$ cat config.mk
export PLATFORM = sky130hd
export DESIGN_NAME = cmou_unit
export DESIGN_NICKNAME = d
export VERILOG_FILES = /design/src/logic/cmou_pkg.sv /design/src/logic/cmou_unit.sv /design/src/logic/cmou_index_split.sv
export VERILOG_INCLUDE_DIRS = /design/src /design/src/logic
export SDC_FILE = /design/constraint.sdc
export NUM_CORES = 1
export LEC_CHECK = 0
export ABC_AREA = 0
export BUFFER_PORTS_ARGS = -buffer_cell sky130_fd_sc_hd__buf_2
export CAP_MARGIN = 20
export CORE_ASPECT_RATIO = 1.2
export CORE_MARGIN = 1
export CORE_UTILIZATION = 50
export CTS_CLUSTER_SIZE = 24
export DETAILED_ROUTE_END_ITERATION = 10
export PLACE_DENSITY_LB_ADDON = 0.25
export SYNTH_ARGS = -nofsm -noshare
export SYNTH_HDL_FRONTEND = slang
export SYNTH_HIERARCHICAL = 1
export SYNTH_SLANG_ARGS = --single-unit
$ cat constraint.sdc
create_clock -name sys_clk -period 3.2 [get_ports sys_clk]
set_input_delay 0.32 -clock sys_clk [delete_from_list [all_inputs] [get_ports sys_clk]]
set_output_delay 0.32 -clock sys_clk [all_outputs]
set_load 0.02 [all_outputs]
$ cat src/logic/cmou_defines.svh
`ifndef CMOU_DEFINES_SVH
`define CMOU_DEFINES_SVH

// instruction field positions
`define CMOU_OFFSET_MSB 15
`define CMOU_OFFSET_LSB 7
`define CMOU_TARGET_MSB 17
`define CMOU_TARGET_LSB 16
`define CMOU_OPER_MSB 20
`define CMOU_OPER_LSB 18

// target cache codes
`define CMOU_TGT_PRI_INSN 2'h0
`define CMOU_TGT_PRI_DATA 2'h1
`define CMOU_TGT_TERTIARY 2'h2
`define CMOU_TGT_SECONDARY 2'h3

// operation codes with fixed meaning in this unit
`define CMOU_OP_INDEX_INVAL 3'h0
`define CMOU_OP_INDEX_LD_TAG 3'h1
`define CMOU_OP_INDEX_ST_TAG 3'h2
`define CMOU_OP_IMPL_DEP 3'h3
`define CMOU_OP_HIT_INVAL 3'h4
`define CMOU_OP_HIT_WB_INVAL 3'h5
`define CMOU_OP_HIT_WB 3'h6
`define CMOU_OP_FETCH_LOCK 3'h7

// exception cause codes
`define CMOU_LOAD_ADDRESS_ERROR_CAUSE 5'h04
`define CMOU_LOAD_TRANSLATION_CAUSE 5'h02
`define CMOU_CACHE_ERR_CAUSE 5'h1e
`define CMOU_BUS_ERR_CAUSE 5'h07

// cacheability attribute codes that are coherent
`define CMOU_CACHEABILITY_COHERENT_A 3'h4
`define CMOU_CACHEABILITY_COHERENT_B 3'h5

// kernel region that faults on a mapped access
`define CMOU_KERNEL_FAULT_TOP 3'h7

`endif

$ cat src/logic/cmou_pkg.sv
package cmou_pkg;
    typedef enum logic [4:0] {
        CMOU_IDLE = 5'b00001,
        CMOU_XLATE = 5'b00010,
        CMOU_INNER = 5'b00100,
        CMOU_ISSUE = 5'b01000,
        CMOU_DRAIN = 5'b10000
    } cmou_state_e;

    // request to a cache controller
    typedef struct packed {
        logic [1:0] target;
        logic [2:0] oper;
        logic [31:0] addr;
        logic [7:0] way;
        logic [31:0] index;
        logic global_op;
    } cmou_req_s;

    // completed instruction
    typedef struct packed {
        logic exc;
        logic [4:0] cause;
    } cmou_retire_s;

    typedef logic [31:0] cmou_word_t;
endpackage

$ cat src/logic/cmou_unit.sv
`include "cmou_defines.svh"
// Behaviour
// address is base plus sign-extended nine-bit offset
// virtual cache uses effective address directly, translation optional
// physical cache is addressed by translated address
// index ops translate; this unit indexes with untranslated address
// way and set fields derived from tag bytes, size, associativity
// direct-mapped cache ignores way, set alone selects tag
// translation faults report the load translation cause
// never a modified or store-cause translation fault
// never execute-inhibit or read-inhibit faults
// any alignment accepted, no misalignment address error
// writeback cache error reported as cache error
// bus error response raises bus error exception
// index tag read and write never raise cache error
// faulting kernel address raises load address error, chosen enabled
// cache operations never trigger data watch, by design choice
// retire waits for all generated traffic, barrier ordering
// bits 17:16 pick instruction, data, tertiary or secondary cache
// bits 20:18 pick operation, all eight codes forwarded
// outer-cache ops are applied to inner data cache first; with INCLUSIVE, translated path only, VIRT_CACHE non-index ops skip it
// software without inner-first hardware flushes inner then barriers
// hit ops broadcast only with coherent cacheability attribute
// all affected levels share one global or local choice
// fields held until ack or error, except first request cycle: VIRT_CACHE sends previous fields, translated path way and index of untranslated address
module cmou_unit #(
    parameter int BYTES_PER_TAG = 32,
    parameter int CACHE_BYTES = 16384,
    parameter int ASSOC = 4,
    parameter bit VIRT_CACHE = 1'b0,
    parameter bit INCLUSIVE = 1'b1
) (
    input wire logic sys_clk,
    input wire logic rst,
    input wire logic issue_valid,
    input wire logic [31:0] insn,
    input wire logic [31:0] base_value,
    output logic issue_ready,
    output logic xlate_req,
    output logic [31:0] xlate_vaddr,
    input wire logic xlate_done,
    input wire logic xlate_miss,
    input wire logic xlate_invalid,
    input wire logic [31:0] xlate_paddr,
    input wire logic [2:0] cacheability_attribute,
    output logic cache_req,
    output cmou_pkg::cmou_req_s cache_cmd,
    input wire logic cache_ack,
    input wire logic cache_err,
    input wire logic bus_err,
    input wire logic traffic_idle,
    output logic retire_valid,
    output cmou_pkg::cmou_retire_s retire_info
);
    cmou_pkg::cmou_state_e state_reg;
    cmou_pkg::cmou_word_t ea_reg;
    logic [1:0] target_reg;
    logic [2:0] oper_reg;
    logic global_reg;
    logic inner_done_reg;
    logic err_reg;
    logic [4:0] cause_reg;
    logic [7:0] split_way;
    logic [31:0] split_index;
    logic [31:0] ea_next;
    logic cache_addr_is_index;

    // true for operations that address by index
    function automatic logic is_index_op(input logic [2:0] op);
        is_index_op = (op == `CMOU_OP_INDEX_INVAL) || (op == `CMOU_OP_INDEX_LD_TAG)
            || (op == `CMOU_OP_INDEX_ST_TAG) || (op == `CMOU_OP_IMPL_DEP);
    endfunction

    // true for index tag read/write, diagnostic ops
    function automatic logic is_tag_diag(input logic [2:0] op);
        is_tag_diag = (op == `CMOU_OP_INDEX_LD_TAG) || (op == `CMOU_OP_INDEX_ST_TAG);
    endfunction

    // true for hit-type ops
    function automatic logic is_hit_op(input logic [2:0] op);
        is_hit_op = (op == `CMOU_OP_HIT_INVAL) || (op == `CMOU_OP_HIT_WB_INVAL)
            || (op == `CMOU_OP_HIT_WB);
    endfunction

    // true for the coherent cacheability attributes
    function automatic logic is_coherent(input logic [2:0] attr);
        is_coherent = (attr == `CMOU_CACHEABILITY_COHERENT_A)
            || (attr == `CMOU_CACHEABILITY_COHERENT_B);
    endfunction

    // effective address; full 32-bit sum, any alignment
    assign ea_next = base_value
        + {{23{insn[`CMOU_OFFSET_MSB]}}, insn[`CMOU_OFFSET_MSB:`CMOU_OFFSET_LSB]};
    assign cache_addr_is_index = is_index_op(oper_reg);

    // index split uses ea_reg, untranslated for index ops and the VIRT_CACHE path, translated for the others
    cmou_index_split #(
        .ADDR_W(32),
        .BYTES_PER_TAG(BYTES_PER_TAG),
        .CACHE_BYTES(CACHE_BYTES),
        .ASSOC(ASSOC)
    ) u_split (
        .addr(ea_reg),
        .way(split_way),
        .index(split_index)
    );

    // main sequencer
    always_ff @(posedge sys_clk) begin
        if (rst) begin
            state_reg <= cmou_pkg::CMOU_IDLE;
        end else begin
            case (state_reg)
                cmou_pkg::CMOU_IDLE: begin
                    if (issue_valid) begin
                        // kernel fault region short-cuts to retire
                        if (ea_next[31:29] == `CMOU_KERNEL_FAULT_TOP && !ea_next[28]) begin
                            state_reg <= cmou_pkg::CMOU_DRAIN;
                        end else if (VIRT_CACHE && !is_index_op(insn[`CMOU_OPER_MSB:`CMOU_OPER_LSB])) begin
                            state_reg <= cmou_pkg::CMOU_ISSUE;
                        end else begin
                            state_reg <= cmou_pkg::CMOU_XLATE;
                        end
                    end
                end
                cmou_pkg::CMOU_XLATE: begin
                    if (xlate_done) begin
                        if (xlate_miss || xlate_invalid) begin
                            state_reg <= cmou_pkg::CMOU_DRAIN;
                        end else if (INCLUSIVE && target_reg[1]) begin
                            state_reg <= cmou_pkg::CMOU_INNER;
                        end else begin
                            state_reg <= cmou_pkg::CMOU_ISSUE;
                        end
                    end
                end
                cmou_pkg::CMOU_INNER: begin
                    if (cache_ack || cache_err || bus_err) begin
                        state_reg <= (cache_err || bus_err) ? cmou_pkg::CMOU_DRAIN
                            : cmou_pkg::CMOU_ISSUE;
                    end
                end
                cmou_pkg::CMOU_ISSUE: begin
                    if (cache_ack || cache_err || bus_err) begin
                        state_reg <= cmou_pkg::CMOU_DRAIN;
                    end
                end
                cmou_pkg::CMOU_DRAIN: begin
                    if (traffic_idle) begin
                        state_reg <= cmou_pkg::CMOU_IDLE;
                    end
                end
                default: state_reg <= cmou_pkg::CMOU_IDLE;
            endcase
        end
    end

    // capture of instruction fields and address
    always_ff @(posedge sys_clk) begin
        if (rst) begin
            ea_reg <= 32'h0000_0000;
            target_reg <= 2'h0;
            oper_reg <= 3'h0;
        end else if (state_reg == cmou_pkg::CMOU_IDLE && issue_valid) begin
            ea_reg <= ea_next;
            target_reg <= insn[`CMOU_TARGET_MSB:`CMOU_TARGET_LSB];
            oper_reg <= insn[`CMOU_OPER_MSB:`CMOU_OPER_LSB];
        end else if (state_reg == cmou_pkg::CMOU_XLATE && xlate_done && !cache_addr_is_index) begin
            ea_reg <= xlate_paddr;
        end
    end

    // one global decision per instruction, shared by all levels
    always_ff @(posedge sys_clk) begin
        if (rst) begin
            global_reg <= 1'b0;
        end else if (state_reg == cmou_pkg::CMOU_XLATE && xlate_done) begin
            global_reg <= is_hit_op(oper_reg)
                && is_coherent(cacheability_attribute);
        end else if (state_reg == cmou_pkg::CMOU_IDLE) begin
            global_reg <= 1'b0;
        end
    end

    // inner pass tracking
    always_ff @(posedge sys_clk) begin
        if (rst) begin
            inner_done_reg <= 1'b0;
        end else if (state_reg == cmou_pkg::CMOU_INNER && cache_ack) begin
            inner_done_reg <= 1'b1;
        end else if (state_reg == cmou_pkg::CMOU_IDLE) begin
            inner_done_reg <= 1'b0;
        end
    end

    // exception recording; address and translation causes are load-type only, besides cache and bus error
    // no store cause, no modified, inhibit, watch or misalign paths
    always_ff @(posedge sys_clk) begin
        if (rst) begin
            err_reg <= 1'b0;
            cause_reg <= 5'h00;
        end else if (state_reg == cmou_pkg::CMOU_IDLE) begin
            err_reg <= 1'b0;
            cause_reg <= 5'h00;
            if (issue_valid && ea_next[31:29] == `CMOU_KERNEL_FAULT_TOP && !ea_next[28]) begin
                err_reg <= 1'b1;
                cause_reg <= `CMOU_LOAD_ADDRESS_ERROR_CAUSE;
            end
        end else if (state_reg == cmou_pkg::CMOU_XLATE && xlate_done
            && (xlate_miss || xlate_invalid)) begin
            err_reg <= 1'b1;
            cause_reg <= `CMOU_LOAD_TRANSLATION_CAUSE;
        end else if ((state_reg == cmou_pkg::CMOU_ISSUE || state_reg == cmou_pkg::CMOU_INNER)
            && !err_reg) begin
            if (cache_err && !is_tag_diag(oper_reg)) begin
                err_reg <= 1'b1;
                cause_reg <= `CMOU_CACHE_ERR_CAUSE;
            end else if (bus_err) begin
                err_reg <= 1'b1;
                cause_reg <= `CMOU_BUS_ERR_CAUSE;
            end
        end
    end

    // handshake outputs
    always_ff @(posedge sys_clk) begin
        if (rst) begin
            issue_ready <= 1'b0;
            xlate_req <= 1'b0;
            xlate_vaddr <= 32'h0000_0000;
            cache_req <= 1'b0;
            retire_valid <= 1'b0;
            retire_info <= '0;
        end else begin
            issue_ready <= (state_reg == cmou_pkg::CMOU_DRAIN) && traffic_idle;
            xlate_req <= state_reg == cmou_pkg::CMOU_IDLE && issue_valid
                && !(VIRT_CACHE && !is_index_op(insn[`CMOU_OPER_MSB:`CMOU_OPER_LSB]))
                && !(ea_next[31:29] == `CMOU_KERNEL_FAULT_TOP && !ea_next[28]);
            if (state_reg == cmou_pkg::CMOU_IDLE && issue_valid) begin
                xlate_vaddr <= ea_next;
            end
            cache_req <= ((state_reg == cmou_pkg::CMOU_XLATE && xlate_done
                && !xlate_miss && !xlate_invalid)
                || (state_reg == cmou_pkg::CMOU_INNER && cache_ack)
                || (state_reg == cmou_pkg::CMOU_IDLE && issue_valid && VIRT_CACHE
                && !is_index_op(insn[`CMOU_OPER_MSB:`CMOU_OPER_LSB])
                && !(ea_next[31:29] == `CMOU_KERNEL_FAULT_TOP && !ea_next[28])))
                || (cache_req && !cache_ack && !cache_err && !bus_err);
            retire_valid <= (state_reg == cmou_pkg::CMOU_DRAIN) && traffic_idle;
            retire_info.exc <= err_reg;
            retire_info.cause <= cause_reg;
        end
    end

    // command word to the controllers
    always_ff @(posedge sys_clk) begin
        if (rst) begin
            cache_cmd <= '0;
        end else begin
            // inner target held until the inner pass is acknowledged
            cache_cmd.target <= ((state_reg == cmou_pkg::CMOU_XLATE
                || (state_reg == cmou_pkg::CMOU_INNER && !cache_ack))
                && INCLUSIVE && target_reg[1]) ? `CMOU_TGT_PRI_DATA : target_reg;
            if (state_reg == cmou_pkg::CMOU_INNER && inner_done_reg) begin
                cache_cmd.target <= target_reg;
            end
            cache_cmd.oper <= oper_reg;
            cache_cmd.addr <= (state_reg == cmou_pkg::CMOU_XLATE && !cache_addr_is_index)
                ? xlate_paddr : ea_reg;
            cache_cmd.way <= split_way;
            cache_cmd.index <= split_index;
            // broadcast flag valid in the same cycle as the first request
            cache_cmd.global_op <= (state_reg == cmou_pkg::CMOU_XLATE && xlate_done)
                ? (is_hit_op(oper_reg) && is_coherent(cacheability_attribute))
                : global_reg;
        end
    end
endmodule

$ cat src/logic/cmou_index_split.sv
`include "cmou_defines.svh"
// splits an address into way and set for index-type operations
module cmou_index_split #(
    parameter int ADDR_W = 32,
    parameter int BYTES_PER_TAG = 32,
    parameter int CACHE_BYTES = 16384,
    parameter int ASSOC = 4
) (
    input wire logic [ADDR_W-1:0] addr,
    output logic [7:0] way,
    output logic [ADDR_W-1:0] index
);
    localparam int LINE_OFFSET_BOUNDARY = $clog2(BYTES_PER_TAG);
    localparam int SET_SELECT_BOUNDARY = $clog2(CACHE_BYTES / ASSOC);
    localparam int WAY_SELECT_BOUNDARY = SET_SELECT_BOUNDARY + $clog2(ASSOC);
    localparam int IDX_W = SET_SELECT_BOUNDARY - LINE_OFFSET_BOUNDARY;

    // set field between offset and set boundaries; see
    always_comb begin
        index = '0;
        index[IDX_W-1:0] = addr[SET_SELECT_BOUNDARY-1:LINE_OFFSET_BOUNDARY];
    end

    generate
        if (ASSOC > 1) begin : g_assoc
            localparam int WAY_W = WAY_SELECT_BOUNDARY - SET_SELECT_BOUNDARY;
            // way field above the set; see
            always_comb begin
                way = '0;
                way[WAY_W-1:0] = addr[WAY_SELECT_BOUNDARY-1:SET_SELECT_BOUNDARY];
            end
        end else begin : g_direct
            // direct mapped: way ignored; see
            assign way = 8'h00;
        end
    endgenerate
endmodule

# Yosys cells after proc, flatten, opt, wreduce, memory -nomap -nowiden
# Cells that the tools add are included.
dict set report classes {
  add_sub_neg 1
  eq_ne 19
  mux 31
  reduce_logical 55
}
# cell count
set op_table {}
lappend op_table {{32-bit two-way mux} 3}
lappend op_table {{5-bit two-way mux} 13}
lappend op_table {{32-bit adder} 1}
lappend op_table {{5-bit one-hot mux with 5 select lines} 1}
lappend op_table {{1-bit logical AND} 22}
lappend op_table {{3-bit equality test (second input constant)} 6}
lappend op_table {{1-bit logical OR} 15}
lappend op_table {{1-bit logical NOT} 10}
lappend op_table {{1-bit two-way mux} 10}
lappend op_table {{2-bit inequality test (second input constant)} 5}
lappend op_table {{3-bit by 2-bit equality test with 1-bit output (second input constant)} 2}
lappend op_table {{2-bit nonzero test} 3}
lappend op_table {{5-bit by 1-bit equality test with 1-bit output (second input constant)} 1}
lappend op_table {{5-bit by 2-bit equality test with 1-bit output (second input constant)} 1}
lappend op_table {{5-bit by 3-bit equality test with 1-bit output (second input constant)} 1}
lappend op_table {{5-bit by 4-bit equality test with 1-bit output (second input constant)} 1}
lappend op_table {{5-bit equality test (second input constant)} 1}
lappend op_table {{5-bit AND reduction} 1}
lappend op_table {{2-bit two-way mux} 2}
lappend op_table {{4-bit two-way mux} 1}
lappend op_table {{4-bit nonzero test} 1}
lappend op_table {{3-bit by 1-bit equality test with 1-bit output (second input constant)} 1}
lappend op_table {{3-bit logical NOT} 1}
lappend op_table {{3-bit two-way mux} 1}
lappend op_table {{other kinds (2)} 2}
dict set report totals {
  regBits 169
  inputBits 109
  output_inout_bits 120
}

# Longest topological paths before layout
dict set report depth {
  ltp_word 8
  depth_mapped 11
}

# Modules after synthesis
# Netlist, hierarchy kept.
# module n_inst cells_per_inst area_each_um2 seq_area_each_um2
set by_module_without_submodules {}
lappend by_module_without_submodules {cmou_unit 1 901 7626.1 3343.2}
lappend by_module_without_submodules {cmou_index_split 1 41 304.0 0.0}

# Worst setup path after synthesis
# Ideal clock, no wire load.
dict set report synth_path {
  path_type {input-to-reg}
  startpoint {input port insn[7]}
  endpoint {register ea_reg[26]}
  setup_ps 86
  t_arrival_ps 2516
  required_ps 3114
  path_slack_ps 599
  path_stages 9
  path_buffers 0
  cell_sequence {ha_1 > fa_1 > a211oi_1 > o211ai_1 > nor4b_4 > or3_1 > a311oi_1 > xor2_1 > a211oi_1}
}
dict set report synth_via {
  elab_chain_cells 2
}
# item line
set synth_rtl {}
lappend synth_rtl {{start, declared} cmou_unit.sv:36} ;# input wire logic [31:0] insn,
lappend synth_rtl {{32-bit adder} cmou_unit.sv:92} ;# assign ea_next = base_value
lappend synth_rtl {{32-bit two-way mux} cmou_unit.sv:164} ;# end else if (state_reg == cmou_pkg::CMOU_IDLE && issue_valid) begin
lappend synth_rtl {{end signal, assigned} cmou_unit.sv:165} ;# ea_reg <= ea_next;
lappend synth_rtl {{end signal, assigned} cmou_unit.sv:169} ;# ea_reg <= xlate_paddr;
lappend synth_rtl {{end, declared} cmou_unit.sv:56} ;# cmou_pkg::cmou_word_t ea_reg;
# Every way passes these cells.
# A chain may end at the register's enable or synchronous reset.

# Worst setup path in the final report
dict set report layout_path {
  startpoint {input port insn[7]}
  endpoint {register state_reg[1]}
}
dict set report layout_via {
  elab_chain_cells 6
}
# item line
set layout_rtl {}
lappend layout_rtl {{32-bit adder (*)} cmou_unit.sv:92}
lappend layout_rtl {{3-bit equality test (no source line) / 1-bit logical NOT (equally long branches)} --}
lappend layout_rtl {{1-bit logical AND (*)} --}
lappend layout_rtl {{5-bit two-way mux (*)} cmou_unit.sv:117} ;# if (ea_next[31:29] == `CMOU_KERNEL_FAULT_TOP && !ea_next[28]) begin
lappend layout_rtl {{5-bit two-way mux (*)} cmou_unit.sv:115} ;# if (issue_valid) begin
lappend layout_rtl {{5-bit one-hot mux with 5 select lines (*)} cmou_unit.sv:113} ;# case (state_reg)
lappend layout_rtl {{end signal, assigned} cmou_unit.sv:118} ;# state_reg <= cmou_pkg::CMOU_DRAIN;
lappend layout_rtl {{end signal, assigned} cmou_unit.sv:120} ;# state_reg <= cmou_pkg::CMOU_ISSUE;
lappend layout_rtl {{end signal, assigned} cmou_unit.sv:122} ;# state_reg <= cmou_pkg::CMOU_XLATE;
lappend layout_rtl {{end, declared} cmou_unit.sv:55} ;# cmou_pkg::cmou_state_e state_reg;
# Mark *: on every way between the ends. The rest lies on a longest branch, timed or not. The select of a mux whose other input is x is not followed.

==> flow_summary.yaml <==
status:
  outcome: "complete, no violations"
timing:
  finalCriticalPeriod_ns: 2.62
  fin_crit_sh_pct: 81.7
  drv_slew: 0
  hold_viol: 0
  fin_skew_ns: 0.00766
  hold_slack_ns: 0.134
  fmax_mhz: 382
  rsz0062_at_grt: "false"
  tns_ns: 0
  worst_pin_slew_ns: 0.777
  slew_headroom_pct: 48.0
  setup_viol: 0
job:
  cap_violations: 0
cts:
  insertion_delay_ns: 0.43
  clockBufferDepth: 2
  postCtsResizedCells: 0
  cts_made_buffers: 17
  clkTransAtPathRegs_ns: 0.07
  cts_sinks: 167
  cts_max_level: 4
  root_buffer: "clkbuf_16"
  cts_tree: "built"
  cts_setup_buffers: 0
  cts_hold_buf: 0
layout:
  area_growth_pct: 20.0
  num-nets-final: 1266
  fillers: 1406
  final_cell_count_no_fill: 1347
  drive_gt1_share_pct: 26.2
  largest_reg_flops: 78
floorplanning:
  fp.dieH_um: 140
  io_pins: 229
  fp-row-count: 50
  start_util_pct: 50.9
  die_w_um: 117
  coreArea_um2: 15600
  dieArea_um2: 16400
synthesis:
  synthAdderAreaFrac_pct: 5.14
  synth_seq_cells: 167
  synth.area.top_cells: "dfxtp_1 (42%), a21oi_1 (8.1%), nand2_1 (7.3%)"
  synth_edf_count: 0
  synth_top_family_by_area: "simple AND/OR/NAND/NOR gates"
  syn_avg_cell_area_um2: 8.42
  syn-cell-area_um2: 7930
  synth.distinct_cells: 72
  postSynthCellCount: 942
  synth_mux_area_share_pct: 3.63
  yosysTopAreaCell: "dfxtp_1"
  synth_xor_area_share_pct: 3.20
  synthSimpleGateAreaFrac_pct: 21.0
  yosys_warnings: 6
  synth_async_sr_flop_share_pct: 0
  yosys_most_used_dff: "dfxtp_1"
  yosysTopAreaCellShare_pct: 42.2
  synth_compound_area_share_pct: 17.7
  synth-seq-area-share_pct: 42.2
global_routing:
  grt_max_degree: 56
  overflow: 0
  grt_use_total_pct: 25.7
  antenna_found_initial: 1
  grt_pass1_vias: 6683
  grt_pass1_wl_um: 32500
critical_path:
  max_stage_delay_ns: 0.43
  reg2reg_depth: 6
  cp_data_arrival_time_ns: 2.92
  crit_chain: "buf_2 > ha_1 > fa_1 > a211oi_1 > o211ai_1 > a21oi_1 > o21ai_2 > a311oi_1 > o21ai_2 > nor2_4 > a31oi_1"
  rr_startpoint: "state_reg[3]$_SDFFE_PP0P_"
  r2r_slack_ns: 0.62
  end_kind: "register"
  timing.rr.end: "ea_reg[19]$_SDFFE_PP0P_"
  criticalPathCategory: "in2reg"
  crit_top_cell: "o21ai_2"
  critPathMaxFanout: 5
  cp-start-kind: "primary input"
  crit_slowest_cell: "fa_1"
  critPathRequiredTime_ns: 3.51
drt:
  vias: 7067
  vias_per_cell: 5.25
  drtIter0Drc: 470
  drc_errors: 0
  ant_nets: 0
  first_pass_iters: 5
  drt-total-wl_um: 20600
  wire_per_inst_um: 15.3
power_and_ir_drop:
  p_leak_uw: 0.00431
  power_per_cell_area_nw_per_um2: 587
  peakVddDrop_mv: 0.290
min_path:
  worstHoldStart: "insn[20]"
  min_path_cells: 3
  worstHoldEndpoint: "oper_reg[2]$_SDFFE_PP0P_"
  hold_path.class: "in2reg"
place:
  io_buffers: 209
  dp_cells: 1314
  hpwlAfterDp_um: 15100
  place_congestion: 0.917
how the worst max path moves through the flow:
stage                  from                        end  slack, ns  depth (start not counted)
floorplan           insn[7]    ea_reg[26]$_SDFFE_PP0P_       0.60                          9
global placement    insn[7]  state_reg[1]$_SDFFE_PP0P_       0.18                         11
detailed placement  insn[7]  state_reg[1]$_SDFFE_PP0P_       0.14                         11
CTS                 insn[7]  state_reg[1]$_SDFFE_PP0P_       0.59                         11
global route        insn[7]  state_reg[1]$_SDFFE_PP0P_       0.39                         11
finish              insn[7]  state_reg[1]$_SDFFE_PP0P_       0.58                         11
critical path: cells and delay by family:
family                     cells  cell delay [ns]
buffers and inverters          1             0.10
and+or+nand+nor                1             0.17
adders and majority gates      2             0.69
AOI/OAI and AO/OA              7             1.65
cell usage after synthesis (all sizes together) (2+ instances only):
| master | count |
|---|---|
| a211oi | 16 |
| a21boi | 3 |
| a21o | 6 |
| a21oi | 129 |
| a221oi | 3 |
| a22o | 3 |
| a22oi | 5 |
| a311oi | 2 |
| a31o | 3 |
| a31oi | 8 |
| and2 | 5 |
| and2b | 2 |
| and3 | 13 |
| and4 | 2 |
| buf | 54 |
| clkbuf | 38 |
| dfxtp | 167 |
| ha | 31 |
| inv | 5 |
| mux2 | 22 |
| mux2i | 4 |
| nand2 | 157 |
| nand2b | 3 |
| nand3 | 12 |
| nand3b | 2 |
| nand4 | 3 |
| nor2 | 79 |
| nor2b | 48 |
| nor3 | 11 |
| nor3b | 2 |
| nor4 | 4 |
| o211ai | 5 |
| o21a | 5 |
| o21ai | 35 |
| o22ai | 2 |
| o31ai | 3 |
| or3 | 5 |
| xnor2 | 19 |
| xor2 | 10 |
per-stage QoR:
stage                     total power (uW)  utilization [%]  cell area, um2  setup slack (ns)
after floorplan                       3280                -            8040             0.599
final                                 5580             61.1            9510             0.585
after CTS                             5610             61.1            9510             0.591
after global routing                  5860             61.1            9510             0.393
after detailed placement              3630             57.3            8930             0.135
after global placement                3620             57.3            8930             0.183
per-layer routing:
metal,up-vias,track usage [%],wire length [um]
met5,-,0,0
met4,0,10.7,567
met3,36,5.58,1080
met2,230,44.1,10100
met1,3250,30.5,8780
li1,3551,-,-
cell usage in the layout, fill, tap and decap left out, types with 4 or more instances in the layout:
cell	synthesis	layout
a21o_1	6	6
nand2_1	154	153
or3_1	5	5
ha_1	31	31
a22oi_1	5	5
o21ai_0	31	31
xor2_1	10	10
mux2i_1	4	4
a211oi_1	16	16
inv_6	0	4
mux2_2	21	21
clkbuf_16	0	17
and3_1	10	10
nor3_1	11	11
a21oi_1	128	128
inv_8	0	5
inv_1	5	5
conb_1	1	31
nor2_1	78	78
nor4_1	4	4
and2_1	4	4
nand3_1	12	12
xnor2_1	19	19
buf_2	2	208
a31oi_1	8	8
o211ai_1	5	5
nor2b_1	48	48
o21a_1	5	5
dfxtp_1	167	167
buf_4	45	18
layout make-up:
class                           count  area (um2)  area share, %
Antenna cell                        1        2.50         0.0263
Clock buffer                       17         425           4.47
Clock inverter                     15         154           1.62
Inverter                            5        18.8          0.197
Multi-Input combinational cell    708        4130           43.5
Sequential cell                   167        3340           35.1
Tap cell                          208         260           2.74
Timing Repair Buffer              226        1180           12.4
cells by family after synthesis:
logic type	count (synthesis)
simple gates	353
compound gates	237
flops	167
buf+inv	97
fa+ha+maj	32
xor+xnor	29
mux	26
other cells	1
power breakdown:
group | total, uW | switching (uW) | internal, uW | leakage (uW)
sequential | 2350 | 87.7 | 2260 | 0.00137
clock | 1980 | 943 | 1040 | 0.000284
combinational | 1250 | 780 | 466 | 0.00265
No activity file was read; power rests on OpenSTA's default activity.
